**config.mk**
```make
export PLATFORM = sky130hd
export DESIGN_NAME = uart_line_ctrl
export DESIGN_NICKNAME = d
export VERILOG_FILES = /design/src/hdl/uart_line_ctrl_pkg.sv /design/src/hdl/uart_line_ctrl.sv /design/src/hdl/char_match.sv /design/src/hdl/two_entry_buffer.sv
export VERILOG_INCLUDE_DIRS = /design/src /design/src/hdl
export SDC_FILE = /design/constraint.sdc
export NUM_CORES = 1
export LEC_CHECK = 0
export BUFFER_PORTS_ARGS = -buffer_cell sky130_fd_sc_hd__buf_2
export CORE_MARGIN = 2
export CORE_UTILIZATION = 55
export DETAILED_ROUTE_END_ITERATION = 8
export HOLD_SLACK_MARGIN = 0.02
export PLACE_DENSITY = 0.89
export SLEW_MARGIN = 20
export SYNTH_ARGS = -nofsm -noshare
export SYNTH_HDL_FRONTEND = slang
export SYNTH_SLANG_ARGS = --single-unit
```
**constraint.sdc**
```tcl
create_clock -name clk -period 2.8 [get_ports clk]
set_clock_uncertainty 0.1 [all_clocks]
set_input_delay 0.28 -clock clk [delete_from_list [all_inputs] [get_ports clk]]
set_output_delay 0.28 -clock clk [all_outputs]
set_load 0.1 [all_outputs]
```
**src/hdl/uart_line_ctrl_map.svh**
```systemverilog
/*
 * Named constants of the UART line-control block: mode encodings, field values and timing.
 * Assumes inclusion by bare name from design files that need these figures.
 */
`ifndef UART_LINE_CTRL_MAP_SVH
`define UART_LINE_CTRL_MAP_SVH

`define FLOW_MODE_PAUSE_RESUME  3'h2
`define FLOW_MODE_ADDR_OPEN     3'h3
`define FLOW_MODE_ADDR_GATED    3'h4
`define PIN_MODE_DIR_A          3'h3
`define PIN_MODE_DIR_B          3'h4
`define CLK_FREQ_HZ             25000000
`define BAUD_DEFAULT            115200
`define DATA_LAST_8             4'h7
`define DATA_LAST_9             4'h8
`define DELAY_NONE              4'h0
`define RESET_SYNC_ZERO         2'h0

`endif

```
**src/hdl/uart_line_ctrl_pkg.sv**
```systemverilog
/*
 * Types shared by the UART line-control block: character, configuration and transmitter states.
 * Assumes nothing of its surroundings.
 */
package uart_line_ctrl_pkg;

    typedef struct packed {
        logic       b8;
        logic [7:0] data;
    } char9_t;

    typedef struct packed {
        logic [2:0] flow_mode;
        logic       half_duplex;
        logic [2:0] pin_mode;
        logic       de_polarity;
        logic [3:0] turnaround_delay;
        logic [7:0] resume_char;
        logic [7:0] pause_char;
        logic       nine_bit;
        logic       wide_mode;
    } line_cfg_t;

    typedef enum logic [2:0] {
        TX_IDLE  = 3'h0,
        TX_LEAD  = 3'h1,
        TX_START = 3'h3,
        TX_DATA  = 3'h2,
        TX_STOP  = 3'h6,
        TX_HOLD  = 3'h7
    } tx_state_t;

endpackage : uart_line_ctrl_pkg

```
**src/hdl/uart_line_ctrl.sv**
```systemverilog
/*
 * Line control around one UART channel: transmit serializer with pause/resume flow control,
 * RS-485 driver-enable timing, multidrop address matching and half-duplex receive blanking.
 * Assumes the TX FIFO feeds bytes by valid/ready, the receive shift register hands over whole
 * characters as one-cycle strobes with the ninth or parity bit in b8, and configuration is
 * only changed while the channel is disabled.
 */
`timescale 1ns/100ps
`include "uart_line_ctrl_map.svh"

module uart_line_ctrl #(
    parameter int CLKS_PER_BIT = `CLK_FREQ_HZ / `BAUD_DEFAULT
) (
    input  wire logic                          clk,
    input  wire logic                          rst_b,
    input  wire uart_line_ctrl_pkg::line_cfg_t cfg,
    input  wire logic                          tx_byte_valid,
    output logic                               tx_byte_ready,
    input  wire logic [7:0]                    tx_byte,
    output logic                               tx_line,
    output logic                               driver_enable_out,
    output logic                               tx_busy,
    input  wire logic                          rx_char_valid,
    input  wire uart_line_ctrl_pkg::char9_t    rx_char,
    output logic                               rx_out_valid,
    input  wire logic                          rx_out_ready,
    output uart_line_ctrl_pkg::char9_t         rx_out_char,
    output logic                               tx_paused,
    output logic                               addr_matched,
    output logic                               rx_disabled,
    output logic                               rx_overrun,
    input  wire logic                          rx_overrun_clear
);

    localparam logic [15:0] BIT_RELOAD = 16'(CLKS_PER_BIT - 1);

    logic [1:0]                    rst_sync_reg;
    logic                          rst_int_b;

    uart_line_ctrl_pkg::tx_state_t state_reg;
    uart_line_ctrl_pkg::tx_state_t state_next;
    logic [15:0]                   bit_cnt_reg;
    logic [15:0]                   bit_cnt_next;
    logic [3:0]                    bit_idx_reg;
    logic [3:0]                    bit_idx_next;
    logic [3:0]                    hold_cnt_reg;
    logic [3:0]                    hold_cnt_next;
    logic [8:0]                    shift_reg;
    logic [8:0]                    shift_next;
    uart_line_ctrl_pkg::char9_t    hold_reg;
    uart_line_ctrl_pkg::char9_t    hold_next;
    logic                          hold_full_reg;
    logic                          hold_full_next;
    logic                          half_byte_reg;
    logic                          half_byte_next;
    logic                          ready_reg;
    logic                          ready_next;
    logic                          line_reg;
    logic                          line_next;
    logic                          de_reg;
    logic                          de_next;
    logic                          busy_reg;
    logic                          busy_next;

    logic                          paused_reg;
    logic                          paused_next;
    logic                          matched_reg;
    logic                          matched_next;
    logic                          rx_off_reg;
    logic                          rx_off_next;
    logic                          overrun_reg;
    logic                          overrun_next;

    logic                          bit_tick;
    logic                          rs485_on;
    logic                          sw_flow_on;
    logic                          multidrop_on;
    logic                          tx_allowed;
    logic                          take_char;
    logic                          take_byte;
    logic [3:0]                    data_last;
    logic                          hit_pause;
    logic                          hit_resume;
    logic                          push_valid;
    logic                          push_ready;

    always_ff @(posedge clk or negedge rst_b)
    begin
        if (!rst_b)
        begin
            rst_sync_reg <= `RESET_SYNC_ZERO;
        end
        else
        begin
            rst_sync_reg <= {rst_sync_reg[0], 1'b1};
        end
    end

    assign rst_int_b = rst_sync_reg[1];

    char_match #(.WIDTH(8)) pause_match (
        .rx_char  (rx_char.data),
        .ref_char (cfg.pause_char),
        .hit      (hit_pause)
    );

    char_match #(.WIDTH(8)) resume_match (
        .rx_char  (rx_char.data),
        .ref_char (cfg.resume_char),
        .hit      (hit_resume)
    );

    always_comb
    begin
        sw_flow_on   = (cfg.flow_mode == `FLOW_MODE_PAUSE_RESUME);
        multidrop_on = (cfg.flow_mode == `FLOW_MODE_ADDR_OPEN)
                    || (cfg.flow_mode == `FLOW_MODE_ADDR_GATED);
        rs485_on     = (cfg.pin_mode == `PIN_MODE_DIR_A) || (cfg.pin_mode == `PIN_MODE_DIR_B);
        // Mode 3 sends freely, mode 4 only after a match, pause/resume holds while paused.
        tx_allowed   = !(sw_flow_on && paused_reg)
                    && !((cfg.flow_mode == `FLOW_MODE_ADDR_GATED) && !matched_reg);
        data_last    = cfg.nine_bit ? `DATA_LAST_9 : `DATA_LAST_8;
        bit_tick     = (bit_cnt_reg == 16'h0000);
    end

    // Transmit byte intake: wide nine-bit mode pairs two bytes into one character.
    always_comb
    begin
        take_char      = 1'b0;
        take_byte      = tx_byte_valid && ready_reg;
        hold_next      = hold_reg;
        hold_full_next = hold_full_reg;
        half_byte_next = half_byte_reg;
        if (take_byte)
        begin
            if (cfg.nine_bit && cfg.wide_mode && !half_byte_reg)
            begin
                hold_next.data = tx_byte;
                half_byte_next = 1'b1;
            end
            else if (half_byte_reg)
            begin
                hold_next.b8   = tx_byte[0];
                half_byte_next = 1'b0;
                hold_full_next = 1'b1;
            end
            else
            begin
                hold_next      = '{b8: 1'b0, data: tx_byte};
                hold_full_next = 1'b1;
            end
        end
        state_next    = state_reg;
        bit_cnt_next  = bit_tick ? BIT_RELOAD : bit_cnt_reg - 16'h0001;
        bit_idx_next  = bit_idx_reg;
        hold_cnt_next = hold_cnt_reg;
        shift_next    = shift_reg;
        case (state_reg)
            uart_line_ctrl_pkg::TX_IDLE:
            begin
                bit_cnt_next = BIT_RELOAD;
                if (hold_full_reg && tx_allowed)
                begin
                    take_char  = 1'b1;
                    state_next = rs485_on ? uart_line_ctrl_pkg::TX_LEAD : uart_line_ctrl_pkg::TX_START;
                end
            end
            uart_line_ctrl_pkg::TX_LEAD:
            begin
                if (bit_tick)
                begin
                    state_next = uart_line_ctrl_pkg::TX_START;
                end
            end
            uart_line_ctrl_pkg::TX_START:
            begin
                if (bit_tick)
                begin
                    state_next   = uart_line_ctrl_pkg::TX_DATA;
                    bit_idx_next = 4'h0;
                end
            end
            uart_line_ctrl_pkg::TX_DATA:
            begin
                if (bit_tick)
                begin
                    bit_idx_next = bit_idx_reg + 4'h1;
                    shift_next   = {1'b0, shift_reg[8:1]};
                    if (bit_idx_reg == data_last)
                    begin
                        state_next = uart_line_ctrl_pkg::TX_STOP;
                    end
                end
            end
            uart_line_ctrl_pkg::TX_STOP, uart_line_ctrl_pkg::TX_HOLD:
            begin
                if (bit_tick)
                begin
                    // The flow gate is checked only between characters, so a pause never cuts one.
                    if (hold_full_reg && tx_allowed)
                    begin
                        take_char  = 1'b1;
                        state_next = uart_line_ctrl_pkg::TX_START;
                    end
                    else if (state_reg == uart_line_ctrl_pkg::TX_STOP)
                    begin
                        hold_cnt_next = cfg.turnaround_delay;
                        state_next    = (cfg.turnaround_delay == `DELAY_NONE)
                                      ? uart_line_ctrl_pkg::TX_IDLE : uart_line_ctrl_pkg::TX_HOLD;
                    end
                    else
                    begin
                        hold_cnt_next = hold_cnt_reg - 4'h1;
                        if (hold_cnt_reg == 4'h1)
                        begin
                            state_next = uart_line_ctrl_pkg::TX_IDLE;
                        end
                    end
                end
            end
            default:
            begin
                state_next = uart_line_ctrl_pkg::TX_IDLE;
            end
        endcase
        if (take_char)
        begin
            shift_next = {hold_reg.b8, hold_reg.data};
            if (!take_byte || half_byte_reg || (cfg.nine_bit && cfg.wide_mode))
            begin
                hold_full_next = take_byte && half_byte_reg;
            end
        end
        ready_next = !hold_full_next;
        busy_next  = (state_next == uart_line_ctrl_pkg::TX_START)
                  || (state_next == uart_line_ctrl_pkg::TX_DATA)
                  || (state_next == uart_line_ctrl_pkg::TX_STOP);
        case (state_next)
            uart_line_ctrl_pkg::TX_START: line_next = 1'b0;
            uart_line_ctrl_pkg::TX_DATA:  line_next = shift_next[0];
            default:                      line_next = 1'b1;
        endcase
        de_next = !(rs485_on && (state_next != uart_line_ctrl_pkg::TX_IDLE)) ^ cfg.de_polarity;
    end

    always_ff @(posedge clk or negedge rst_int_b)
    begin
        if (!rst_int_b)
        begin
            state_reg     <= uart_line_ctrl_pkg::TX_IDLE;
            bit_cnt_reg   <= 16'h0000;
            bit_idx_reg   <= 4'h0;
            hold_cnt_reg  <= 4'h0;
            shift_reg     <= 9'h000;
            hold_reg      <= '0;
            hold_full_reg <= 1'b0;
            half_byte_reg <= 1'b0;
            ready_reg     <= 1'b0;
            line_reg      <= 1'b1;
            de_reg        <= 1'b0;
            busy_reg      <= 1'b0;
        end
        else
        begin
            state_reg     <= state_next;
            bit_cnt_reg   <= bit_cnt_next;
            bit_idx_reg   <= bit_idx_next;
            hold_cnt_reg  <= hold_cnt_next;
            shift_reg     <= shift_next;
            hold_reg      <= hold_next;
            hold_full_reg <= hold_full_next;
            half_byte_reg <= half_byte_next;
            ready_reg     <= ready_next;
            line_reg      <= line_next;
            de_reg        <= de_next;
            busy_reg      <= busy_next;
        end
    end

    // Receive side: blanking, pause/resume detection and address filtering.
    always_comb
    begin
        paused_next  = paused_reg;
        matched_next = matched_reg;
        rx_off_next  = rx_off_reg;
        push_valid   = 1'b0;
        overrun_next = overrun_reg && !rx_overrun_clear;
        if (rx_char_valid && !(cfg.half_duplex && busy_reg))
        begin
            if (multidrop_on && rx_char.b8)
            begin
                // Address bytes are never stored, matched or not.
                if (hit_resume || hit_pause)
                begin
                    matched_next = 1'b1;
                    rx_off_next  = 1'b0;
                end
                else
                begin
                    matched_next = 1'b0;
                    rx_off_next  = 1'b1;
                end
            end
            else
            begin
                push_valid = !(multidrop_on && rx_off_reg);
                if (sw_flow_on && hit_pause)
                begin
                    paused_next = 1'b1;
                end
                else if (sw_flow_on && hit_resume)
                begin
                    paused_next = 1'b0;
                end
            end
        end
        if (push_valid && !push_ready)
        begin
            overrun_next = 1'b1;
        end
    end

    always_ff @(posedge clk or negedge rst_int_b)
    begin
        if (!rst_int_b)
        begin
            paused_reg  <= 1'b0;
            matched_reg <= 1'b0;
            rx_off_reg  <= 1'b0;
            overrun_reg <= 1'b0;
        end
        else
        begin
            paused_reg  <= paused_next;
            matched_reg <= matched_next;
            rx_off_reg  <= rx_off_next;
            overrun_reg <= overrun_next;
        end
    end

    two_entry_buffer #(.WIDTH(9)) rx_buffer (
        .clk       (clk),
        .rst_b     (rst_int_b),
        .in_valid  (push_valid),
        .in_ready  (push_ready),
        .in_data   (rx_char),
        .out_valid (rx_out_valid),
        .out_ready (rx_out_ready),
        .out_data  (rx_out_char)
    );

    assign tx_byte_ready     = ready_reg;
    assign tx_line           = line_reg;
    assign driver_enable_out = de_reg;
    assign tx_busy           = busy_reg;
    assign tx_paused         = paused_reg;
    assign addr_matched      = matched_reg;
    assign rx_disabled       = rx_off_reg;
    assign rx_overrun        = overrun_reg;

endmodule : uart_line_ctrl

```
**src/hdl/char_match.sv**
```systemverilog
/*
 * Compares a received character with one programmed character.
 * Assumes both operands are stable in the cycle of use.
 */
`timescale 1ns/100ps

module char_match #(
    parameter int WIDTH = 8
) (
    input  wire logic [WIDTH-1:0] rx_char,
    input  wire logic [WIDTH-1:0] ref_char,
    output logic                  hit
);

    always_comb
    begin
        hit = (rx_char == ref_char);
    end

endmodule : char_match

```
**src/hdl/two_entry_buffer.sv**
```systemverilog
/*
 * Two-entry buffer with valid and ready on both sides; valid comes from a flip-flop, ready is decoded from the count.
 * Assumes an asynchronous active-low reset whose release the caller has already synchronised.
 */
`timescale 1ns/100ps

module two_entry_buffer #(
    parameter int WIDTH = 9
) (
    input  wire logic             clk,
    input  wire logic             rst_b,
    input  wire logic             in_valid,
    output logic                  in_ready,
    input  wire logic [WIDTH-1:0] in_data,
    output logic                  out_valid,
    input  wire logic             out_ready,
    output logic [WIDTH-1:0]      out_data
);

    logic [1:0]       count_reg;
    logic [1:0]       count_next;
    logic [WIDTH-1:0] slot0_reg;
    logic [WIDTH-1:0] slot0_next;
    logic [WIDTH-1:0] slot1_reg;
    logic [WIDTH-1:0] slot1_next;
    logic             push;
    logic             pop;
    logic             valid_reg;

    always_comb
    begin
        push       = in_valid && (count_reg != 2'h2);
        pop        = out_ready && (count_reg != 2'h0);
        count_next = count_reg;
        slot0_next = slot0_reg;
        slot1_next = slot1_reg;
        if (pop)
        begin
            slot0_next = slot1_reg;
            count_next = count_next - 2'h1;
        end
        if (push)
        begin
            if (count_next == 2'h0)
            begin
                slot0_next = in_data;
            end
            else
            begin
                slot1_next = in_data;
            end
            count_next = count_next + 2'h1;
        end
    end

    always_ff @(posedge clk or negedge rst_b)
    begin
        if (!rst_b)
        begin
            count_reg <= 2'h0;
            slot0_reg <= '0;
            slot1_reg <= '0;
            valid_reg <= 1'b0;
        end
        else
        begin
            count_reg <= count_next;
            slot0_reg <= slot0_next;
            slot1_reg <= slot1_next;
            valid_reg <= (count_next != 2'h0);
        end
    end

    assign in_ready  = (count_reg != 2'h2);
    assign out_valid = valid_reg;
    assign out_data  = slot0_reg;

endmodule : two_entry_buffer

```
==> flow_summary.toml <==
[floorplanning]
dieArea_sq_um = 7700
dieWidth_microns = 87.7
std_cell_rows = 30
dieHeight_microns = 87.7
num_io_pins = 71
initial_core_util = 0.568
core_sq_um = 6790

[synth]
ys_warn_count = 0
yosysTopAreaCell = "dfrtp_1"
syn_area_sq_um = 3860
synth_cell_types = 50
synthArstFlopShare = 1.00
synth_area_leaders = "dfrtp_1 50%, mux2_2 5.8%, mux2i_1 4.9%"
synth_edf_count = 0
syn_nets = 432
synth_ff_type = "dfrtp_1"
synth_top_cells_by_count = "77 x dfrtp_1, 37 x nand2_1, 33 x o21ai_0"
avgSynthCellArea_sq_um = 10.4
ys_seq_elements = 78
synth_top_area_frac = 0.500
yosysMostFrequentCell = "dfrtp_1"
ys_seq_area_frac = 0.506
synthCells = 372

[routing]
routed_via_density = 5.51
drtIter0Drc = 143
drc = 0
wl_per_cell_microns = 15.5
finalWirelength_microns = 8590
vias = 3047
drt-pass1-iter-count = 4
ant_nets = 0

[worst_setup_path]
crit_path_max_fanout = 7
r2r_start = "bit_cnt_reg[0]$_DFF_PN0_"
crit_type = "reg2reg"
required_ns = 2.95
crit_start = "bit_cnt_reg[0]$_DFF_PN0_"
arrival_ns = 2.89
end_kind = "flop"
crit_path_start_kind = "flop"

[cts]
clk_latency_ns = 0.36
clock_sinks = 78
cts_tree = "built"
htree_levels = 3
clockBufferDepth = 2
cts_buffers = 9
cts-root-buf = "clkbuf_8"
cts.clk_slew.worst_paths_ns = 0.08

[power]
vdd_drop_max_v = 0.000426
p_leak_uw = 0.00210
total_power_uw = 4050
p_per_area_nw_per_um2 = 871

[timing]
min_period_ns = 2.74
worstMarginPinSlew_ns = 1.05
finalHoldViolCount = 0
holdWs_ns = 0.0483
slew_violations = 0
timing.final.ws_setup_ns = 0.0567
timing.final.crit_share = 0.980
setup_violations = 0
fmax_ghz = 0.365
max_slew_margin = 0.300

[cells_and_area]
area.growth.synth_to_final_pct = 20.7
largest_reg_flops = 16
drive_above_1_share = 0.293
finalNetCount = 512
fin_util = 0.685
antenna_cells = 0

[job]
maxCapViolCount = 0

[global_route]
grt_pass1_wl_microns = 13700
grt_max_degree = 52
grt_pass1_vias = 2952
grt_antenna_before_repair = 0
grt.overflow.total = 0
track_usage = 0.231

[placement]
dp_hpwl_microns = 6040
numPortBuffers = 70
pre_cts_ws_ns = 0.0191
gp_congestion = 0.843

[status]
outcome = "completed"

[worst_hold_path]
hp-class = "in2reg"
worstHoldStart = "tx_byte[3]"
power breakdown:
part | total, uW | switching (uW) | internal, uW
sequential | 1630 | 204 | 1430
clock | 944 | 416 | 528
combinational | 1480 | 1050 | 427
worst max-delay path: stages (launching register included):
cell and delay (ns):
dfrtp_1 0.41, inv_1 0.07, ha_2 0.20, or4b_4 0.48
or4_4 0.44, buf_4 0.19, nor4_1 0.37, a21oi_1 0.16
o21a_1 0.22
cell families after synthesis:
group | after synthesis | share of synthesized area
mux | 39 | 0.108
flops | 78 | 0.506
other cells | 1 | 0.000972
xor+xnor | 32 | 0.0727
buf+inv | 26 | 0.0263
fa+ha+maj | 7 | 0.0227
compound gates | 65 | 0.0993
simple gates | 124 | 0.164
through the flow:
| step | instances | area (sq um) | setup TNS [ns] |
|---|---|---|---|
| after global placement | 534 | 4350 | 0 |
| after detailed placement | 534 | 4350 | 0 |
| final | 553 | 4650 | 0 |
| after floorplan | 372 | 3860 | 0 |
| after CTS | 552 | 4610 | 0 |
| after global routing | 553 | 4650 | -0.0233 |
final cells by class:
cell class	instances	area [sq um]
clock buffers	11	141
clock inverters	5	82.6
fillers	491	2140
inverters	14	52.6
multi-input cells	268	1850
flip-flops and latches	78	1950
well taps	96	120
repair buffers	81	450
cell usage in the layout, fill, tap and decap left out, drive strengths merged, types with 7 or more instances in the layout:
cell type,Yosys,final
mux2,20,20
dfrtp,77,77
a21oi,11,11
nor4,9,9
o21ai,33,33
mux2i,19,19
ha,7,7
nand2,37,37
clkbuf,8,11
buf,4,79
inv,14,14
xor2,21,21
nor2,31,31
xnor2,11,11
nor3,7,7
repair_timing:
item | in CTS | in global routing
gates resized for setup | 3 | 6
gates cloned | 0 | 0
buffers inserted | 0 | 1
setup endpoints to repair | 3 | 7
pin swaps | 0 | 1
hold endpoints to repair | 3 | 0
hold buffers | 2 | 0
layer usage:
metal / vias up / GRT usage / part of all wire
met5: - / 0 / 0
met4: 0 / 0.0979 / 0.029
met3: 22 / 0.0575 / 0.040
met2: 86 / 0.390 / 0.51
met1: 1481 / 0.284 / 0.42
li1: 1458 / - / -
final timing paths:
kind,depth (start not counted),to,slack (ns)
worst max-delay path,8,tx_busy$_DFF_PN0_,0.06
worst min-delay path,2,hold_reg[3]$_DFFE_PN0P_,0.05
worst max register to register,8,tx_busy$_DFF_PN0_,0.06
worst min register to register,0,shift_reg[6]$_DFFE_PN0P_,0.17
max in group asynchronous,1,tx_line$_DFF_PN1_,1.71
min in group asynchronous,2,rst_sync_reg[1]$_DFF_PN0_,0.12
Note: power is estimated with default switching activity, not from simulation.
